<file path="src/rtl/hidp_pkg.sv">
// Shared constants, state type and helpers of the host memory port.
package hidp_pkg;
    localparam int          ADDR_W          = 14;
    localparam int          DATA_W          = 16;
    localparam int          PM_W            = 24;
    localparam int          OVL_W           = 8;
    localparam int          FIFO_DEPTH      = 32;
    localparam int          ENTRY_W         = 1 + ADDR_W + PM_W;
    localparam logic [13:0] CTRL_REG_ADDR   = 14'h3fe0;
    localparam logic [13:0] SYSCFG_REG_ADDR = 14'h3fe7;
    localparam logic [13:0] CTRL_SPACE_BASE = 14'h3fe0;
    localparam logic [13:0] PM_BOOT_ADDR    = 14'h0000;
    localparam logic [13:0] ADDR_RST        = 14'h0000;
    localparam logic [7:0]  OVL_RST         = 8'h00;
    localparam logic [2:0]  BOOT_MODE       = 3'h5;
    localparam int          CW_OVL_BIT      = 15;
    localparam int          CW_PM_BIT       = 14;
    localparam int          SYSCFG_SHORT_BIT = 14;
    localparam int          STB_AL          = 3;
    localparam int          STB_SEL         = 2;
    localparam int          STB_RD          = 1;
    localparam int          STB_WR          = 0;
    localparam logic [3:0]  STB_IDLE        = 4'h4;

    typedef enum logic [1:0] {
        HIDP_IDLE = 2'h0,
        HIDP_MEM  = 2'h1,
        HIDP_HOLD = 2'h3
    } hidp_state_t;

    function automatic logic hidp_cw_is_ovl(input logic [15:0] w);
        return w[CW_OVL_BIT];
    endfunction : hidp_cw_is_ovl

    function automatic logic hidp_is_ctrl(input logic pm,
                                          input logic [13:0] a);
        return !pm && (a >= CTRL_SPACE_BASE);
    endfunction : hidp_is_ctrl
endpackage : hidp_pkg

</file>
<file path="src/rtl/hidp_stream_if.sv">
// Valid/ready word stream between the port and its write buffer.
interface hidp_stream_if #(
    parameter int W = 39
) ();
    logic         valid;
    logic         ready;
    logic [W-1:0] data;
    modport src (output valid, output data, input ready);
    modport snk (input valid, input data, output ready);
endinterface : hidp_stream_if

</file>
<file path="src/rtl/hidp_strobe_edge.sv">
// Input register for host strobes with edge pulses.
module hidp_strobe_edge #(
    parameter int           W        = 4,
    parameter logic [W-1:0] IDLE_VAL = '0
) (
    input  wire logic         core_clk,
    input  wire logic         rst_b,
    input  wire logic [W-1:0] raw,
    output logic      [W-1:0] lvl,
    output logic      [W-1:0] rose,
    output logic      [W-1:0] fell
);
    logic [W-1:0] lvl_q;
    logic [W-1:0] prev_q;

    always_ff @(posedge core_clk or negedge rst_b) begin
        if (!rst_b) begin
            lvl_q  <= IDLE_VAL;
            prev_q <= IDLE_VAL;
        end else begin
            lvl_q  <= raw;
            prev_q <= lvl_q;
        end
    end

    assign lvl  = lvl_q;
    assign rose = lvl_q & ~prev_q;
    assign fell = ~lvl_q & prev_q;
endmodule : hidp_strobe_edge

</file>
<file path="src/rtl/hidp_fifo.sv">
// Flip-flop FIFO holding host writes until the core grants a cycle.
module hidp_fifo #(
    parameter int W     = 39,
    parameter int DEPTH = 32
) (
    input  wire logic   core_clk,
    input  wire logic   rst_b,
    hidp_stream_if.snk  in_s,
    hidp_stream_if.src  out_s
);
    localparam int PW = $clog2(DEPTH);

    logic [W-1:0] mem_q [DEPTH];
    logic [PW-1:0] wp_q, wp_d, rp_q, rp_d;
    logic [PW:0]   cnt_q, cnt_d;
    logic          push, pop;

    always_comb begin
        in_s.ready  = (cnt_q != (PW+1)'(DEPTH));
        out_s.valid = (cnt_q != '0);
        out_s.data  = mem_q[rp_q];
        push = in_s.valid && in_s.ready;
        pop  = out_s.valid && out_s.ready;
        wp_d = push ? PW'((wp_q + 1'b1) % DEPTH) : wp_q;
        rp_d = pop ? PW'((rp_q + 1'b1) % DEPTH) : rp_q;
        cnt_d = cnt_q + (PW+1)'(push) - (PW+1)'(pop);
    end

    always_ff @(posedge core_clk or negedge rst_b) begin
        if (!rst_b) begin
            wp_q  <= '0;
            rp_q  <= '0;
            cnt_q <= '0;
        end else begin
            wp_q  <= wp_d;
            rp_q  <= rp_d;
            cnt_q <= cnt_d;
        end
    end

    always_ff @(posedge core_clk) begin
        if (push) begin
            mem_q[wp_q] <= in_s.data;
        end
    end
endmodule : hidp_fifo

</file>
<file path="src/rtl/hidp_port.sv">
// Host memory port: control word latch, access sequencer, memory side.
// Notes on behaviour
// (RULE_01) Each word except a dropped control area write costs exactly one granted memory cycle of the core.
// (RULE_02) Host writes into the control register area are dropped.
// (RULE_03) Control word bit 15 set loads overlay from bits 7:0.
// (RULE_04) Bit 15 clear loads start address 13:0 and space bit 14.
// (RULE_05) Host drives address and space only while acknowledge is low.
// (RULE_06) Host waits for acknowledge before starting the next transfer.
// (RULE_07) One 16-bit muxed bus; program words go as two halves.
// (RULE_08) Strobes come in any time; the core never stops for them.
// (RULE_09) Address advances after every completed word.
// (RULE_10) Latch on falling latch strobe or select release during latch.
// (RULE_11) One cycle to synchronise, then one memory cycle.
// (RULE_12) The start address can never be read back over the bus.
// (RULE_13) Core writes at data address 3fe0 load the same control word; one that meets a host latch in the same cycle is dropped.
// (RULE_14) Short read variant input chooses immediate or delayed ack.
// (RULE_15) Reserved control bits must be written as zero.
// (RULE_16) Mode pins C,B,A = 1,0,1 select boot through this port.
// (RULE_17) Boot holds the core until program address 0 is written.
// (RULE_18) Acknowledge goes high at a strobe, low when access is done.
module hidp_port #(
    parameter int FIFO_DEPTH = hidp_pkg::FIFO_DEPTH
) (
    input  wire logic        core_clk,
    input  wire logic        rst_b,
    input  wire logic        host_address_latch_strobe,
    input  wire logic        host_port_select_n,
    input  wire logic        host_read_strobe_n,
    input  wire logic        host_write_strobe_n,
    output logic             host_acknowledge_n,
    input  wire logic [15:0] host_muxed_addr_data_bus_in,
    output logic      [15:0] host_muxed_addr_data_bus_out,
    output logic             host_muxed_addr_data_bus_oe_n,
    input  wire logic        mode_a,
    input  wire logic        mode_b,
    input  wire logic        mode_c,
    input  wire logic        short_read_variant,
    input  wire logic        core_ctrl_wr,
    input  wire logic [13:0] core_ctrl_addr,
    input  wire logic [15:0] core_ctrl_wdata,
    output logic             mem_req,
    output logic             mem_we,
    output logic             program_memory_space,
    output logic      [13:0] mem_addr,
    output logic      [23:0] mem_wdata,
    input  wire logic        mem_gnt,
    input  wire logic [23:0] mem_rdata,
    output logic      [7:0]  memory_overlay_select,
    output logic             core_hold
);
    localparam int EW = hidp_pkg::ENTRY_W;
    localparam int AL = hidp_pkg::STB_AL;
    localparam int SL = hidp_pkg::STB_SEL;
    localparam int RD = hidp_pkg::STB_RD;
    localparam int WR = hidp_pkg::STB_WR;

    hidp_pkg::hidp_state_t st_q, st_d;
    logic [3:0]  strb_raw;
    logic [3:0]  strb_lvl;
    logic [3:0]  strb_rose;
    logic [3:0]  strb_fell;
    logic [15:0] bus_q;
    logic [13:0] addr_q, addr_d, addr_inc;
    logic        pm_q, pm_d;
    logic [7:0]  ovl_q, ovl_d;
    logic        half_q, half_d;
    logic [15:0] hi_q, hi_d;
    logic [7:0]  rlo_q, rlo_d;
    logic [15:0] data_q, data_d;
    logic [15:0] out_q, out_d;
    logic        op_wr_q, op_wr_d;
    logic        lag_q, lag_d;
    logic        boot_hold_q, boot_hold_d;
    logic        strap_q, strap_d;
    logic        latch_fire;
    logic        host_latch;
    logic [15:0] cw;
    logic        mem_rd;
    logic        boot_fire;
    logic        raw_busy;
    logic [23:0] wdata24;

    hidp_stream_if #(.W(EW)) push_if ();
    hidp_stream_if #(.W(EW)) pop_if ();

    // The input register is the single synchronising cycle.
    assign strb_raw[AL] = host_address_latch_strobe;
    assign strb_raw[SL] = host_port_select_n;
    assign strb_raw[RD] = !host_port_select_n && !host_read_strobe_n;
    assign strb_raw[WR] = !host_port_select_n && !host_write_strobe_n;

    hidp_strobe_edge #(
        .W        (4),
        .IDLE_VAL (hidp_pkg::STB_IDLE)
    ) u_edge (
        .core_clk (core_clk),
        .rst_b    (rst_b),
        .raw      (strb_raw),
        .lvl      (strb_lvl),
        .rose     (strb_rose),
        .fell     (strb_fell)
    );

    // Writes queue here so a busy core stalls the host, not the reverse.
    hidp_fifo #(
        .W     (EW),
        .DEPTH (FIFO_DEPTH)
    ) u_fifo (
        .core_clk (core_clk),
        .rst_b    (rst_b),
        .in_s     (push_if.snk),
        .out_s    (pop_if.src)
    );

    assign addr_inc = addr_q + 14'h0001;
    assign wdata24  = pm_q ? {hi_q, data_q[7:0]} : {8'h00, data_q};
    assign boot_fire = pop_if.valid && mem_gnt && pop_if.data[EW-1]
        && (pop_if.data[EW-2 -: 14] == hidp_pkg::PM_BOOT_ADDR);

    always_comb begin
        st_d        = st_q;
        addr_d      = addr_q;
        pm_d        = pm_q;
        ovl_d       = ovl_q;
        half_d      = half_q;
        hi_d        = hi_q;
        rlo_d       = rlo_q;
        data_d      = data_q;
        out_d       = out_q;
        op_wr_d     = op_wr_q;
        lag_d       = 1'b0;
        strap_d     = 1'b1;
        boot_hold_d = boot_hold_q;
        mem_rd      = 1'b0;
        push_if.valid = 1'b0;
        push_if.data  = {pm_q, addr_q, wdata24};
        host_latch = strb_fell[AL]
                     || (strb_rose[SL] && strb_lvl[AL]); // see RULE_10
        latch_fire = 1'b0;
        cw         = bus_q;
        if (host_latch) begin
            latch_fire = 1'b1;
        end else if (core_ctrl_wr
                     && core_ctrl_addr == hidp_pkg::CTRL_REG_ADDR) begin
            latch_fire = 1'b1; // see RULE_13
            cw         = core_ctrl_wdata;
        end
        if (latch_fire) begin
            if (hidp_pkg::hidp_cw_is_ovl(cw)) begin
                ovl_d = cw[7:0]; // see RULE_03
            end else begin
                addr_d = cw[13:0]; // see RULE_04
                pm_d   = cw[hidp_pkg::CW_PM_BIT];
                half_d = 1'b0;
            end
        end
        case (st_q)
            hidp_pkg::HIDP_IDLE: begin
                if (strb_rose[RD] || strb_rose[WR]) begin
                    op_wr_d = strb_rose[WR]; // see RULE_11
                    data_d  = bus_q;
                    st_d    = hidp_pkg::HIDP_MEM;
                end
            end
            hidp_pkg::HIDP_MEM: begin
                if (op_wr_q) begin
                    if (pm_q && !half_q) begin
                        hi_d   = data_q; // see RULE_07
                        half_d = 1'b1;
                        st_d   = hidp_pkg::HIDP_HOLD;
                    end else if (hidp_pkg::hidp_is_ctrl(pm_q, addr_q)) begin
                        addr_d = addr_inc; // see RULE_02
                        half_d = 1'b0;
                        st_d   = hidp_pkg::HIDP_HOLD;
                    end else begin
                        push_if.valid = 1'b1; // see RULE_08
                        if (push_if.ready) begin
                            addr_d = addr_inc; // see RULE_09
                            half_d = 1'b0;
                            st_d   = hidp_pkg::HIDP_HOLD;
                        end
                    end
                end else if (pm_q && half_q) begin
                    out_d  = {8'h00, rlo_q}; // see RULE_07
                    addr_d = addr_inc;
                    half_d = 1'b0;
                    lag_d  = !short_read_variant;
                    st_d   = hidp_pkg::HIDP_HOLD;
                end else if (!pop_if.valid) begin
                    // Reads wait for queued writes so they see fresh data.
                    mem_rd = 1'b1;
                    if (mem_gnt) begin
                        lag_d = !short_read_variant; // see RULE_14
                        st_d  = hidp_pkg::HIDP_HOLD;
                        if (pm_q) begin
                            out_d  = mem_rdata[23:8];
                            rlo_d  = mem_rdata[7:0];
                            half_d = 1'b1;
                        end else begin
                            out_d  = mem_rdata[15:0];
                            addr_d = addr_inc; // see RULE_09
                        end
                    end
                end
            end
            hidp_pkg::HIDP_HOLD: begin
                if (!strb_lvl[RD] && !strb_lvl[WR]) begin
                    st_d = hidp_pkg::HIDP_IDLE;
                end
            end
            default: begin
                st_d = hidp_pkg::HIDP_IDLE;
            end
        endcase
        if (!strap_q) begin
            boot_hold_d = ({mode_c, mode_b, mode_a}
                           == hidp_pkg::BOOT_MODE); // see RULE_16
        end else if (boot_hold_q && boot_fire) begin
            boot_hold_d = 1'b0; // see RULE_17
        end
    end

    always_ff @(posedge core_clk or negedge rst_b) begin
        if (!rst_b) begin
            st_q        <= hidp_pkg::HIDP_IDLE;
            bus_q       <= 16'h0000;
            addr_q      <= hidp_pkg::ADDR_RST;
            pm_q        <= 1'b0;
            ovl_q       <= hidp_pkg::OVL_RST;
            half_q      <= 1'b0;
            hi_q        <= 16'h0000;
            rlo_q       <= 8'h00;
            data_q      <= 16'h0000;
            out_q       <= 16'h0000;
            op_wr_q     <= 1'b0;
            lag_q       <= 1'b0;
            strap_q     <= 1'b0;
            boot_hold_q <= 1'b1;
        end else begin
            st_q        <= st_d;
            bus_q       <= host_muxed_addr_data_bus_in;
            addr_q      <= addr_d;
            pm_q        <= pm_d;
            ovl_q       <= ovl_d;
            half_q      <= half_d;
            hi_q        <= hi_d;
            rlo_q       <= rlo_d;
            data_q      <= data_d;
            out_q       <= out_d;
            op_wr_q     <= op_wr_d;
            lag_q       <= lag_d;
            strap_q     <= strap_d;
            boot_hold_q <= boot_hold_d;
        end
    end

    // Busy shows at the pins at once, before the input register sees it.
    assign raw_busy = host_address_latch_strobe || strb_raw[RD]
                      || strb_raw[WR];
    assign host_acknowledge_n =
        !((st_q == hidp_pkg::HIDP_IDLE && !raw_busy)
          || (st_q == hidp_pkg::HIDP_HOLD && !lag_q)); // see RULE_18

    // Only memory data ever reaches the bus, never the address.
    assign host_muxed_addr_data_bus_out  = out_q; // see RULE_12
    assign host_muxed_addr_data_bus_oe_n =
        !(st_q == hidp_pkg::HIDP_HOLD && !op_wr_q && strb_lvl[RD]);

    // One request per word; the queue owns the port whenever it has data.
    assign pop_if.ready         = mem_gnt;
    assign mem_req              = pop_if.valid || mem_rd; // see RULE_01
    assign mem_we               = pop_if.valid;
    assign program_memory_space = pop_if.valid ? pop_if.data[EW-1] : pm_q;
    assign mem_addr  = pop_if.valid ? pop_if.data[EW-2 -: 14] : addr_q;
    assign mem_wdata = pop_if.data[23:0];
    assign memory_overlay_select = ovl_q;
    assign core_hold = boot_hold_q;
endmodule : hidp_port

</file>
<file path="config.mk">
export PLATFORM = sky130hd
export DESIGN_NAME = hidp_port
export DESIGN_NICKNAME = d
export VERILOG_FILES = /design/src/rtl/hidp_pkg.sv /design/src/rtl/hidp_stream_if.sv /design/src/rtl/hidp_strobe_edge.sv /design/src/rtl/hidp_fifo.sv /design/src/rtl/hidp_port.sv
export SDC_FILE = /design/constraint.sdc
export NUM_CORES = 2
export LEC_CHECK = 0
export BUFFER_PORTS_ARGS = -buffer_cell sky130_fd_sc_hd__buf_2
export CAP_MARGIN = 20
export CORE_MARGIN = 3
export CORE_UTILIZATION = 50
export CTS_CLUSTER_SIZE = 30
export DETAILED_ROUTE_END_ITERATION = 10
export GPL_ROUTABILITY_DRIVEN = 0
export PLACE_DENSITY_LB_ADDON = 0.2
export SYNTH_ARGS = -nofsm -noshare
export SYNTH_HDL_FRONTEND = slang
export SYNTH_SLANG_ARGS = --single-unit
</file>
<file path="constraint.sdc">
create_clock -name core_clk -period 9 [get_ports core_clk]
set_input_delay 2.7 -clock core_clk [delete_from_list [all_inputs] [get_ports core_clk]]
set_output_delay 2.7 -clock core_clk [all_outputs]
set_load 0.02 [all_outputs]
</file>
# Word-level counts from Yosys, hierarchy flattened
# Memory sizes are Yosys's and may differ from the RTL's.
# Cells that the tools add are included.
[word_totals] ram_bits=1248 in_bits=82 regBits=126 n_memories=1
[classes] reduce_logical=47 magnitude_cmp=1 eq_ne=12 n_mux=60 bitwise=8 addsub=5
[mem_list] name="u_fifo.mem_q" depth=32 word_bits=39 read_ports=1 rd_ports_with_merged_regs=0 write_ports=1 line="hidp_fifo.sv:13" text="logic [W-1:0] mem_q [DEPTH];"
[op_table] op="14-bit two-way mux" count=12
[op_table] op="16-bit two-way mux" count=6
[op_table] op="1-bit two-way mux" count=31
[op_table] op="24-bit two-way mux" count=1
[op_table] op="2-bit two-way mux" count=9
[op_table] op="1-bit logical AND" count=17
[op_table] op="14-bit by 1-bit adder with 14-bit output (second input constant)" count=1
[op_table] op="14-bit == test (second input constant)" count=1
[op_table] op="14-bit greater-or-equal comparator (second input constant)" count=1
[op_table] op="14-bit zero test" count=1
[op_table] op="1-bit zero test" count=13
[op_table] op="5-bit by 1-bit adder with 5-bit output (second input constant)" count=2
[op_table] op="4-bit != test (second input constant)" count=2
[op_table] op="6-bit by 1-bit adder with 6-bit output" count=1
[op_table] op="1-bit logical OR" count=6
[op_table] op="6-bit != test (second input constant)" count=1
[op_table] op="2-bit one-hot mux with 3 select lines" count=1
[op_table] op="2-bit AND reduction" count=3
[op_table] op="6-bit AND reduction" count=1
[op_table] op="6-bit nonzero test" count=1
[op_table] op="6-bit by 1-bit subtractor with 6-bit output" count=1
[op_table] op="5-bit != test (second input constant)" count=1
[op_table] op="5-bit AND reduction" count=1
[op_table] op="4-bit AND" count=1
[op_table] op="other kinds (13)" count=18

# Depth between registers and ports, before layout
[depth] word_depth=13 ltp_mapped=15 depth_no_buf=14

# Hierarchy
# A second synthesis with hierarchy kept.
[unflattened] hier_cells=2630 area_unflattened_um2=53354.9
[by_module_without_submodules] module="hidp_fifo" seq_area_each_um2=37876.3 area_per_inst_um2=48151.2 cells_each=2170 n_inst=1
[by_module_without_submodules] module="hidp_port" seq_area_each_um2=2553.7 area_per_inst_um2=4931.0 cells_each=444 n_inst=1
[by_module_without_submodules] module="hidp_strobe_edge" seq_area_each_um2=202.7 area_per_inst_um2=272.8 cells_each=16 n_inst=1

# Least setup slack after synthesis
# No wires, ideal clock.
[synth_timing] kind="input to output" startpoint="input host_read_strobe_n" endpoint="output host_acknowledge_n" path_buffers=0 path_stages=3 path_slack_ps=3066 arrival_time_ps=3234 t_required_ps=6300 path_cell_list="nor2_1 nor3_1 a21oi_1"
[synth_via] elab_chain_len=8
[synth_lines] item="from (decl)" line="hidp_port.sv:28" text="input wire logic host_read_strobe_n,"
[synth_lines] item="1-bit zero test" line="hidp_port.sv:89" text="assign strb_raw[RD] = !host_port_select_n && !host_read_strobe_n;"
[synth_lines] item="1-bit logical AND" line="hidp_port.sv:89"
[synth_lines] item="1-bit logical OR" line="hidp_port.sv:258" text="assign raw_busy = host_address_latch_strobe || strb_raw[RD]"
[synth_lines] item="1-bit logical OR" line="hidp_port.sv:259" text="|| strb_raw[WR];"
[synth_lines] item="1-bit zero test" line="hidp_port.sv:261" text="!((st_q == hidp_pkg::HIDP_IDLE && !raw_busy)"
[synth_lines] item="1-bit logical AND" line="hidp_port.sv:261"
[synth_lines] item="1-bit logical OR" line="hidp_port.sv:262" text="|| (st_q == hidp_pkg::HIDP_HOLD && !lag_q));"
[synth_lines] item="1-bit zero test" line="hidp_port.sv:261"
[synth_lines] item="to (decl)" line="hidp_port.sv:30" text="output logic host_acknowledge_n,"
# Every way passes these cells.

# Worst setup path in the final report
[layout_timing] startpoint="register u_fifo.rp_q[2]" endpoint="output mem_addr[6]"
[layout_via] elab_chain_len=2
[layout_lines] item="from (decl)" line="hidp_fifo.sv:14" text="logic [PW-1:0] wp_q, wp_d, rp_q, rp_d;"
[layout_lines] item="from (signal assigned)" line="hidp_fifo.sv:36" text="rp_q <= rp_d;"
[layout_lines] item="memory read 32 x 39 bit"
[layout_lines] item="14-bit two-way mux" line="hidp_port.sv:274" text="assign mem_addr = pop_if.valid ? pop_if.data[EW-2 -: 14] : addr_q;"
[layout_lines] item="to (decl)" line="hidp_port.sv:44" text="output logic [13:0] mem_addr,"
# Every way passes these cells.

==> flow_summary_export.csv <==
group,metric,value,unit
status,outcome,"complete, no violations",
finish,area_growth,13.61,%
finish,final_area,0.06084,mm2
finish,nets,2885,
yosys,synthTopCellsByArea,"edfxtp_1, mux4_2, dfrtp_1",
placed_design,hpwl,72.64,mm
cts,cts_sinks,1374,
critical_path,worstPathMaxFanout,59,
global_route,grt_overflow,0,
finish,multi_input_area,0.01237,mm2
power,p_leak,20.18,nW
yosys,synth-main-ff-cell,"edfxtp_1",
cts,h-tree-depth,4,
critical_path,r2r_start,"half_q",
global_route,antenna_found_initial,1,
cts,clk_pin_slew,60,ps
timing,worst_slew_pin_slew,1175,ps
yosys,ys_async_sr_fraction,9.170,%
die,die_w,333.3,um
timing,rsz0062_at_grt,"no",
cts,cts-root-buf,"clkbuf_16",
critical_path,path_cells,"buf_4 -> mux4_2 -> mux2i_1 -> mux2i_1 -> o22ai_1 -> o21ai_0 -> buf_2",
yosys,synth_top_area_share,69.98,%
finish,finalNonFillerCells,4288,
cts,cts_tree,"done",
die,ios,150,
power,vdd_ir_drop_max,0.3029,mV
global_route,grt_max_degree,127,
yosys,yosys.area_share.simple,2.598,%
yosys,synthAdderAreaFrac,0.4112,%
drt,first_iter_violations,2706,
yosys,synth_edf_count,1248,
placed_design,place_area,0.05618,mm2
drt,route.final.wire_length,135.5,mm
global_route,grt_pass1_wl,196.0,mm
timing,setup_viol,0,
critical_path,start_kind,"flop",
yosys,yosys.area.top_type,"edfxtp_1",
power,power_density,326.0,mW/mm2
run,drv_cap,0,
yosys,netlist_area,0.05355,mm2
drt,drc,0,
finish,final-seq-area,0.04065,mm2
cts,cts_buffers,138,
placed_design,placed_cells,4019,
timing,maxSlewViolCount,0,
yosys,ys_types,76,
die,die_area,0.1111,mm2
critical_path,cp_slowest_cell,"dfrtp_4",
cts,hold_buffers,0,
cts,cts_buffer_depth,3,
drt,firstDrtPassIters,5,
die,start_util,50.66,%
global_route,grt_pass1_vias,27370,
critical_path,cp_top_family,"flip-flops",
cts,cts_setup_buffers,0,
finish,drive_gt1_share,29.77,%
drt,wl_per_cell,31.61,um
drt,vias,26620,
yosys,avgSynthCellArea,21.09,um2
critical_path,path_class,"flop to output pin",
finish,fillers,7746,
critical_path,cpMostUsedCell,"mux2i_1",
power,p_total,0.01984,W
global_route,grt.total_usage,24.67,%
drt,via_per_inst,6.209,
timing,slew_headroom,21.70,%
timing,finalHoldViolCount,0,
critical_path,cp_data_required_time,6300,ps
timing,max_freq,142.5,MHz
drt,drt.antenna.violating_nets,0,
timing,finClkSkew,33.44,ps
die,rows,119,
yosys,synth_nets,2638,
timing,fin_crit_sh,77.95,%
yosys,yosysSeqAreaShare,75.88,%
yosys,synth-xor-area-share,0.1963,%
critical_path,arrival,4320,ps
critical_path,cp-end-kind,"output pin",
placed_design,port_buffers,149,
timing,finalSetupTns,0,ps
yosys,synth_mux_area_share,16.88,%
critical_path,worst_path_largest_cell_delay,1200,ps
finish,layout_commonest_cell,"edfxtp_1",
die,core-area,0.1057,mm2
min_path,hp-start,"u_edge.lvl[2]",
yosys,synth-warning-count,0,
cts,clk_latency,730,ps
min_path,hold_class,"flop to flop",
timing,post-route-min-period,7016,ps
die,fp.dieH,333.3,um
critical_path,path_buf_inv,2,
yosys,synth_top_family_by_area,"multiplexers",
finish,final_cell_mix,"edfxtp_1, mux4_2, nand2_1",
critical_path,startpoint,"u_fifo.rp_q[2]",
yosys,synth_compound_area_share,2.540,%
cts,ctsResizeCount,0,
yosys,ys_ff_latch,1374,
yosys,synthCells,2539,
## Yosys cell counts (16+ instances only)
library cell	number
dfrtp_1	123
clkbuf_1	38
mux2_2	59
a22oi_1	16
o21ai_0	47
buf_1	17
mux2i_1	94
inv_1	29
nor2_1	60
ha_1	16
buf_4	21
buf_2	42
nor2b_1	16
a21oi_1	34
mux4_2	330
nand2_1	156
edfxtp_1	1248
## worst register-to-register path, cell delays in order, from the launching register on
cell and delay, ps:
dfrtp_1 680, nor2b_1 370, or4b_1 610, a21oi_4 360, nand2_1 570, nor2_4 1040, buf_4 580
## kinds of logic (layout without fill, tap and decap cells)
kind of cell,count (synthesis),count (layout)
AOI/OAI and AO/OA,195,195
muxes,483,483
other,1,2
DFF,1374,1374
adders and majority gates,17,17
and+or+nand+nor,298,298
buffers and inverters,159,516
xor gates and xnor gates,12,12
## power breakdown
group	internal, W	switching (W)
clock	0.00307	0.00233
sequential	0.00798	0.000346
combinational	0.00250	0.00361
total	0.0135	0.00629
## per-layer routing
| layer | vias to the layer above | GRT usage [%] | share of wire, % |
|---|---|---|---|
| met4 | 0 | 7.541 | 2.7 |
| met5 | - | 0 | 0 |
| li1 | 10950 | - | - |
| met3 | 231 | 3.446 | 6.9 |
| met1 | 14300 | 34.44 | 40 |
| met2 | 1139 | 40.99 | 50 |
## registers in the layout (all words and copies together) (netlist names)
name,cells
hi_q,16
half_q,1
pm_q,1
bus_q,16
op_wr_q,1
strap_q,1
data_q,16
u_fifo.rp_q,5
u_edge.lvl,4
host_muxed_addr_data_bus_out,16
u_fifo.cnt_q,6
u_edge.prev_q,4
addr_q,14
core_hold,1
u_fifo.wp_q,5
u_fifo.mem_q,1248
st_q,2
rlo_q,8
lag_q,1
memory_overlay_select,8
## worst paths after layout
path,end,slack (ps),cells after the start
min in group asynchronous,rlo_q[1],1910,1
worst min register to register,u_edge.prev_q[2],380,0
worst min-delay path,u_edge.prev_q[2],380,0
max in group asynchronous,u_edge.prev_q[2],6030,3
worst max register to register,u_fifo.mem_q[16][31],4410,6
worst max-delay path,mem_addr[6],1980,7
## area by class of cell
cell class / count / share of cell area, %
clock buffer: 186 / 6.093
multi-input combinational: 1006 / 20.33
inverter: 32 / 0.2015
antenna: 1 / 0.004113
tap: 1391 / 2.861
sequential: 1374 / 66.81
timing repair buffer: 234 / 2.891
clock inverter: 64 / 0.8144
## metrics by stage
stage	hold slack [ps]	util (%)	setup WS (ps)
2_1_floorplan	354.0	-	3066
3_3_place_gp	358.6	53.14	2619
3_5_place_dp	366.2	53.14	2622
4_1_cts	374.7	57.12	1801
5_1_grt	377.2	57.55	1852
6_report	376.9	57.55	1984
No activity file was read; power rests on OpenSTA's default activity.
